`config.mk`:
```
export PLATFORM = sky130hd
export DESIGN_NAME = global_config_diag_routing
export DESIGN_NICKNAME = d
export VERILOG_FILES = /design/src/inc/global_configuration_pkg.sv /design/src/rtl/idle_timer.sv /design/src/rtl/global_config_diag_routing.sv
export SDC_FILE = /design/constraint.sdc
export NUM_CORES = 1
export LEC_CHECK = 0
export BUFFER_PORTS_ARGS = -buffer_cell sky130_fd_sc_hd__clkbuf_2
export CORE_MARGIN = 3
export CORE_UTILIZATION = 54
export DETAILED_ROUTE_END_ITERATION = 6
export GPL_ROUTABILITY_DRIVEN = 0
export PLACE_DENSITY = 0.92
export SLEW_MARGIN = 5
export SYNTH_ARGS = -nofsm -noshare
export SYNTH_HDL_FRONTEND = slang
export SYNTH_SLANG_ARGS = --single-unit
```
`constraint.sdc`:
```
create_clock -name clock -period 4.9 [get_ports clock]
set_input_delay 0.49 -clock clock [delete_from_list [all_inputs] [get_ports clock]]
set_output_delay 0.49 -clock clock [all_outputs]
set_load 0.01 [all_outputs]
```
`src/inc/global_configuration_pkg.sv`:
```
// constants for the global configuration and diagnostic routing block
// Function
// - recalibrate zero crossing while driver disabled
// - standstill after 2^18 or 2^20 idle clocks
// - bit 2 enables quiet voltage pwm mode
// - bit 3 step filtering, resets to one
// - bit 4 reverses motor direction
// - bit 5 routes driver faults to pin a
// - pin a active low during reset
// - bit 6 routes heat prewarning to pin a
// - bit 7 routes stall to pin a
// - bit 8 routes stall to pin b
// - bit 9 routes table zero to pin b
// - bit 10 routes chopper on to pin b
// - bit 11 toggles pin b per lost step
// - bit 12 selects pin a drive type
// - bit 13 selects pin b drive type
`default_nettype none
package global_configuration_pkg;
  localparam logic [6:0]  global_configuration_addr = 7'h00;
  localparam logic [7:0]  write_flag                = 8'h80;
  localparam int          config_width              = 17;
  localparam logic [16:0] config_reset              = 17'h00008;
  localparam int recalibrate_bit     = 0;
  localparam int fast_standstill_bit = 1;
  localparam int pwm_mode_bit        = 2;
  localparam int step_filter_bit     = 3;
  localparam int reverse_bit         = 4;
  localparam int pin_a_on_driver_fault_bit     = 5;
  localparam int pin_a_on_heat_prewarn_bit     = 6;
  localparam int pin_a_on_stall_bit            = 7;
  localparam int pin_b_on_stall_bit            = 8;
  localparam int pin_b_on_table_zero_bit       = 9;
  localparam int pin_b_on_chopper_on_bit       = 10;
  localparam int pin_b_toggle_on_lost_step_bit = 11;
  localparam int pin_a_push_pull_select_bit    = 12;
  localparam int pin_b_push_pull_select_bit    = 13;
  localparam int fast_standstill_log2   = 18;
  localparam int normal_standstill_log2 = 20;
  localparam int idle_width             = 21;
endpackage
`default_nettype wire

```
`src/rtl/idle_timer.sv`:
```
// step idle timer raising standstill
`default_nettype none
module idle_timer
  import global_configuration_pkg::*;
(
  input  wire logic clock,
  input  wire logic resetn,
  input  wire logic step_done,
  input  wire logic fast,
  output var  logic standstill
);
  typedef struct packed
  {
    logic [idle_width-1:0] count;
    logic                  still;
  } state_s;
  state_s state;
  state_s next_state;
  logic [idle_width-1:0] limit;

  always_comb
  begin
    next_state = state;
    limit = fast ? idle_width'(1 << fast_standstill_log2)
                 : idle_width'(1 << normal_standstill_log2);
    if (step_done)
    begin
      next_state.count = '0;
      next_state.still = 1'b0;
    end
    else if (state.count >= limit - idle_width'(1))
      next_state.still = 1'b1;
    else
      next_state.count = state.count + idle_width'(1);
  end

  always_ff @(posedge clock)
  begin
    if (!resetn)
      state <= '0;
    else
      state <= next_state;
  end

  assign standstill = state.still;
endmodule
`default_nettype wire

```
`src/rtl/global_config_diag_routing.sv`:
```
// global configuration register and diagnostic pin routing
`default_nettype none
module global_config_diag_routing
  import global_configuration_pkg::*;
(
  input  wire logic        clock,
  input  wire logic        resetn,
  input  wire logic        cmd_valid,
  input  wire logic [7:0]  cmd_address,
  input  wire logic [31:0] cmd_write_data,
  output logic [31:0]      read_data,
  input  wire logic        driver_disable_pin,
  input  wire logic [3:0]  chopper_off_time,
  input  wire logic        step_done,
  input  wire logic        direction_in,
  input  wire logic        overtemperature_fault,
  input  wire logic        short_to_ground_fault,
  input  wire logic        charge_pump_undervoltage,
  input  wire logic        heat_prewarn,
  input  wire logic        stall,
  input  wire logic        table_zero,
  input  wire logic        chopper_on,
  input  wire logic        lost_step,
  output logic             recalibrate_now,
  output logic             standstill,
  output logic             pwm_mode_enable,
  output logic             step_filter_enable,
  output logic             motor_direction,
  output logic             diagnostic_pin_a_out,
  output logic             diagnostic_pin_a_oe,
  output logic             diagnostic_pin_b_out,
  output logic             diagnostic_pin_b_oe
);
  typedef struct packed
  {
    logic [config_width-1:0] global_configuration;
    logic [31:0]             read_data;
    logic                    recal;
    logic                    pwm;
    logic                    filt;
    logic                    dir;
    logic                    toggle;
    logic                    a_out;
    logic                    a_oe;
    logic                    b_out;
    logic                    b_oe;
  } state_s;
  state_s state;
  state_s next_state;
  logic   a_active;
  logic   b_active;
  logic   driver_off;
  logic [config_width-1:0] g;

  idle_timer idle
  (
    .clock      (clock),
    .resetn     (resetn),
    .step_done  (step_done),
    .fast       (state.global_configuration[fast_standstill_bit]),
    .standstill (standstill)
  );

  always_comb
  begin
    next_state = state;
    if (cmd_valid && cmd_address[6:0] == global_configuration_addr)
    begin
      if (cmd_address[7])
        next_state.global_configuration =
          cmd_write_data[config_width-1:0];
      else
        next_state.read_data = {15'h0000, state.global_configuration};
    end
    g = next_state.global_configuration;
    driver_off = driver_disable_pin || (chopper_off_time == 4'h0);
    next_state.recal = g[recalibrate_bit] && driver_off;
    next_state.pwm = g[pwm_mode_bit];
    next_state.filt = g[step_filter_bit];
    next_state.dir = direction_in ^ g[reverse_bit];
    if (lost_step)
      next_state.toggle = ~state.toggle;
    a_active = (g[pin_a_on_driver_fault_bit]
                && (overtemperature_fault || short_to_ground_fault
                    || charge_pump_undervoltage))
               || (g[pin_a_on_heat_prewarn_bit] && heat_prewarn)
               || (g[pin_a_on_stall_bit] && stall);
    b_active = (g[pin_b_on_stall_bit] && stall)
               || (g[pin_b_on_table_zero_bit] && table_zero)
               || (g[pin_b_on_chopper_on_bit] && chopper_on)
               || (g[pin_b_toggle_on_lost_step_bit]
                   && next_state.toggle);
    if (g[pin_a_push_pull_select_bit])
    begin
      next_state.a_out = a_active;
      next_state.a_oe = 1'b1;
    end
    else
    begin
      next_state.a_out = 1'b0;
      next_state.a_oe = a_active;
    end
    if (g[pin_b_push_pull_select_bit])
    begin
      next_state.b_out = b_active;
      next_state.b_oe = 1'b1;
    end
    else
    begin
      next_state.b_out = 1'b0;
      next_state.b_oe = b_active;
    end
  end

  always_ff @(posedge clock)
  begin
    if (!resetn)
    begin
      state <= '0;
      state.global_configuration <= config_reset;
      state.filt <= 1'b1;
      state.a_oe <= 1'b1;
    end
    else
      state <= next_state;
  end

  assign read_data = state.read_data;
  assign recalibrate_now = state.recal;
  assign pwm_mode_enable = state.pwm;
  assign step_filter_enable = state.filt;
  assign motor_direction = state.dir;
  assign diagnostic_pin_a_out = state.a_out;
  assign diagnostic_pin_a_oe = state.a_oe;
  assign diagnostic_pin_b_out = state.b_out;
  assign diagnostic_pin_b_oe = state.b_oe;
endmodule
`default_nettype wire

```
Word level (Yosys, flattened, before mapping) --
Index checks and enable logic that the tools add are counted.
Storage, ports and cells: output and inout bits 41, bits in latches 0, register bits 65, word-level logic and storage cells 52, memory bits (read-only) 0, memories 0, RAM bits 0, input bits 58
Cells by class: $mul 0, equal/unequal tests 0, shift operators 0, divide/modulo/power cells 0, muxes and demuxes 6, $lt $le $gt $ge 1, bitwise logic cells 4, add/subtract/negate cells 2, reductions and logical operators 25
Operators by type and width (count):
- 46-bit 2-to-1 mux | 1
- 21-bit by 1-bit adder with 21-bit output (second input constant) | 1
- 21-bit greater-or-equal comparator | 1
- 21-bit 2-to-1 mux | 1
- 21-bit by 1-bit subtractor with 21-bit output (second input constant) | 1
- 17-bit 2-to-1 mux | 1
- 14-bit 2-to-1 mux | 1
- 1-bit logical AND | 9
- 1-bit logical OR | 8
- 2-bit AND reduction | 4
- 7-bit logical NOT | 1
- 4-bit logical NOT | 1
- 2-bit OR reduction | 2
- 1-bit inverter | 3
- 1-bit 2-to-1 mux | 2
- 1-bit XOR | 1

Logic depth before layout (Yosys ltp) --
word-level depth 8, depth in mapped cells 7, gate-level depth less buffers 6

By module --
A second synthesis with hierarchy kept.
Second synthesis, totals: cells, all modules 327, area total of the unflattened synthesis 2997.9 µm²
Modules (own cells, without submodules):
- global_config_diag_routing | cells an instance 193, sequential area each 820.8 µm², area an instance 1894.3 µm², instances 1
- idle_timer | cells an instance 134, sequential area each 440.4 µm², area an instance 1103.6 µm², instances 1

Worst setup path before layout --
Ideal clock, no wire load.
path type input-to-reg, start input cmd_address[5], end register state, in the netlist diagnostic_pin_a_oe, slack 2825 ps, required time 4769 ps, data arrival time 1944 ps, path buffers 1, stages 6, cell sequence nor4b_4 -> and3_4 -> buf_6 -> mux2_1 -> a222oi_1 -> nand3_1
Between the ends: cells in the longest elaborated chain, start to end 6
Ends and longest elaborated chain:
- start, declared | RTL line global_config_diag_routing.sv:9 | input wire logic [7:0] cmd_address,
- 7-bit logical NOT * | RTL line global_config_diag_routing.sv:67 | if (cmd_valid && cmd_address[6:0] == global_configuration_addr)
- 1-bit logical AND * | RTL line global_config_diag_routing.sv:67
- 46-bit 2-to-1 mux * | RTL line global_config_diag_routing.sv:67
- 1-bit logical AND (on tied branches) | RTL line global_config_diag_routing.sv:84, global_config_diag_routing.sv:86
- 1-bit logical OR | RTL line global_config_diag_routing.sv:86 | || (g[pin_a_on_heat_prewarn_bit] && heat_prewarn)
- 1-bit logical OR | RTL line global_config_diag_routing.sv:87 | || (g[pin_a_on_stall_bit] && stall);
- end signal, assigned | RTL line global_config_diag_routing.sv:125 | state <= next_state;
- end, declared | RTL line global_config_diag_routing.sv:48 | state_s state;
Mark *: on every way between the ends. The rest lies on a longest branch, timed or not. A chain may end at the register's enable or synchronous reset.

Worst setup path after layout --
Ends and elaborated chain as after synthesis.

==> results.py <==
metrics = {
    "setup_path": {
        "crit_chain": "clkbuf_2, nor4b_4, and3_4, mux2_1, a222oi_1, nand3_1",
        "required_ps": 5090,
        "rr_endpoint": "idle.state[2]$_SDFFE_PP0N_",
        "cp.arrival_ps": 2300,
        "cp_max_fo": 20,
        "reg2reg_from": "state[42]$_SDFFE_PN0P_",
        "r2r_cells": 6,
        "critPathTopFamily": "simple AND/OR/NAND/NOR gates",
        "crit_buf_inv": 1,
        "slowest_delay_ps": 480,
        "crit_type": "in -> reg",
        "slowest_stage": "a222oi_1",
        "r2r_slack_ps": 2840,
        "start_kind": "input pin",
        "endpoint_kind": "register",
    },
    "routing": {
        "vias": 2279,
        "vias_per_cell": 5.17,
        "avgRoutedWirePerCell_um": 13.4,
        "drt_pass1_iterations": 4,
        "drc": 0,
        "antenna_left": 0,
        "drt_iter0_markers": 111,
        "routed_wl_um": 5900,
    },
    "synth": {
        "syn_area_um2": 3000,
        "synth_edf_count": 0,
        "synth_top_area_cell": "dfxtp_1",
        "synth_area_leaders": "dfxtp_1 (42%), buf_4 (8.5%), mux2i_1 (8.3%)",
        "ys_async_sr_fraction_pct": 0,
        "yosysSeqAreaShare_pct": 42.1,
        "avgSynthCellArea_um2": 9.55,
        "synth_most_common_cell": "dfxtp_1",
        "yosys.area.top_type_share_pct": 42.1,
        "synth_top_cells_by_count": "dfxtp_1 (63), nand2_1 (37), buf_4 (34), mux2i_1 (25), nor2b_1 (23)",
        "yosysUniqueCellTypes": 48,
        "synthFlopType": "dfxtp_1",
        "yosys_warnings": 0,
        "syn_inst": 314,
        "ys_ff_latch": 63,
    },
    "placement": {
        "dp_hpwl_um": 4330,
        "io_buffers": 68,
        "pre_cts_ws_ps": 2430,
        "dpl_cell_area_um2": 3190,
    },
    "clock_network": {
        "post_cts_buffers": 0,
        "h-tree-depth": 3,
        "cts_buffers": 9,
        "clk_latency_ps": 340,
        "cts_buffer_depth": 2,
        "cts_tree": "done",
        "cts-root-buf": "clkbuf_8",
        "cts_resized": 0,
        "cts.hold.buffers_added": 0,
        "clkSinkCount": 63,
        "clkSlewWorstSetupHoldPaths_ps": 70,
    },
    "floorplanning": {
        "die_area_um2": 6480,
        "die_h_um": 80.5,
        "start_util_pct": 57.3,
        "core_um2": 5240,
        "io_pins": 99,
        "die_w_um": 80.5,
        "rows": 26,
    },
    "timing": {
        "fin_tns_setup_ps": 0,
        "setup_ws_ps": 2790,
        "hold_violations": 0,
        "drv_slew": 0,
        "rsz0062_at_grt": "no",
        "skew_ps": 8.41,
        "period_needed_ps": 2110,
        "setup_violations": 0,
        "period_share_pct": 43.0,
        "maxSlewHeadroom_pct": 47.1,
        "max_slew.worst_pin.slew_ps": 794,
        "max_freq_ghz": 0.475,
    },
    "layout": {
        "design_area_um2": 3400,
        "multi_input_area_um2": 1490,
        "syn_to_final_growth_pct": 13.3,
        "antennaDiodeCount": 0,
        "fill_cells": 411,
        "drive_gt1_share_pct": 26.4,
        "regArea_um2": 1260,
        "final_nets": 427,
    },
    "power": {
        "peakVddDrop_uv": 264,
        "cellLeakagePower_uw": 0.00129,
        "power_density_nw_per_um2": 300,
    },
    "min_path": {
        "hold_end": "recalibrate_now$_SDFF_PN0_",
        "hp-start": "driver_disable_pin",
        "min_path_cells": 2,
        "hp-class": "in -> reg",
    },
    "global_route": {
        "busiest_layer": "met2",
        "met3_usage_pct": 7.17,
        "met2_usage_pct": 34.1,
        "antenna_found_initial": 0,
        "grt.total_usage_pct": 19.7,
        "grt_pass1_vias": 2224,
        "grt_max_degree": 41,
        "grt_util_met1_pct": 21.2,
        "grt_pass1_wl_um": 9780,
        "overflow": 0,
    },
    "job": {
        "maxCapViolCount": 0,
    },
    "status": {
        "status": "finished, final reports clean",
    },
}
==> worst max path at each step <==
stage | from | to | slack (ps) | cells past startpoint
after floorplan | cmd_address[5] | diagnostic_pin_a_oe$_SDFF_PP1_ | 2820 | 6
after global placement | cmd_address[5] | diagnostic_pin_a_oe$_SDFF_PP1_ | 2530 | 6
after detailed placement | cmd_address[5] | diagnostic_pin_a_oe$_SDFF_PP1_ | 2430 | 6
after CTS | cmd_address[5] | diagnostic_pin_a_oe$_SDFF_PP1_ | 2790 | 6
after global routing | idle.state[20]$_SDFFE_PP0N_ | idle.state[18]$_SDFFE_PP0N_ | 2660 | 6
final | cmd_address[5] | diagnostic_pin_a_oe$_SDFF_PP1_ | 2790 | 6
==> through the flow <==
step	cells	utilization [%]	total power [µW]	hold slack (ps)
floorplan	328	-	559	443
global placement	425	60.9	572	454
detailed placement	425	60.9	574	461
CTS	441	64.9	1030	342
global route	441	64.9	1060	331
finish	441	64.9	1020	355
==> area by class of cell <==
type                            instances  area share (%)
Clock buffer                           10            4.05
Clock inverter                          6            2.03
Inverter                                2           0.221
Multi-Input combinational cell        222            44.0
Sequential cell                        63            37.1
Tap cell                               70            2.58
Timing Repair Buffer                   68            10.0
==> metal layers <==
metal / part of all wire (%) / up-vias
li1: - / 1143
met1: 40 / 1070
met2: 54 / 54
met3: 3.9 / 12
met4: 2.2 / 0
met5: 0 / -
==> cells by family after synthesis <==
family                   Yosys count  share of synthesized area (%)
AND/OR/NAND/NOR                  128                           24.3
flip-flops                        63                           42.1
buffers and inverters             43                           9.89
AO/OA/AOI/OAI                     32                           8.18
multiplexers                      29                           9.85
XOR/XNOR                          15                           4.38
adder cells (fa/ha/maj)            3                           1.25
other                              1                          0.125
==> power by group <==
part           leakage, µW  switching (µW)  internal (µW)
logic             0.000694            25.0           21.0
clock network    0.0000912             207            250
registers         0.000508            1.69            515
total              0.00129             234            786
==> layout by cell type, fill, tap and decap left out, types with 5 or more instances in the layout <==
cell type,n
and2_1,8
clkbuf_8,10
nor2b_1,23
a21boi_0,8
clkbuf_2,68
a21oi_1,6
nor4_1,8
nand2_1,37
or3_1,5
dfxtp_1,63
nor2_1,17
xnor2_1,12
mux2i_1,25
nand3_1,9
conb_1,15
==> sequential cells by signal, indices dropped and copies added (netlist names) <==
name and cells:
diagnostic_pin_a_oe 1, diagnostic_pin_a_out 1, diagnostic_pin_b_oe 1, diagnostic_pin_b_out 1
idle.standstill 1, idle.state 21, motor_direction 1, read_data 17
recalibrate_now 1, state 18
Power figures use the tool's default switching activity.
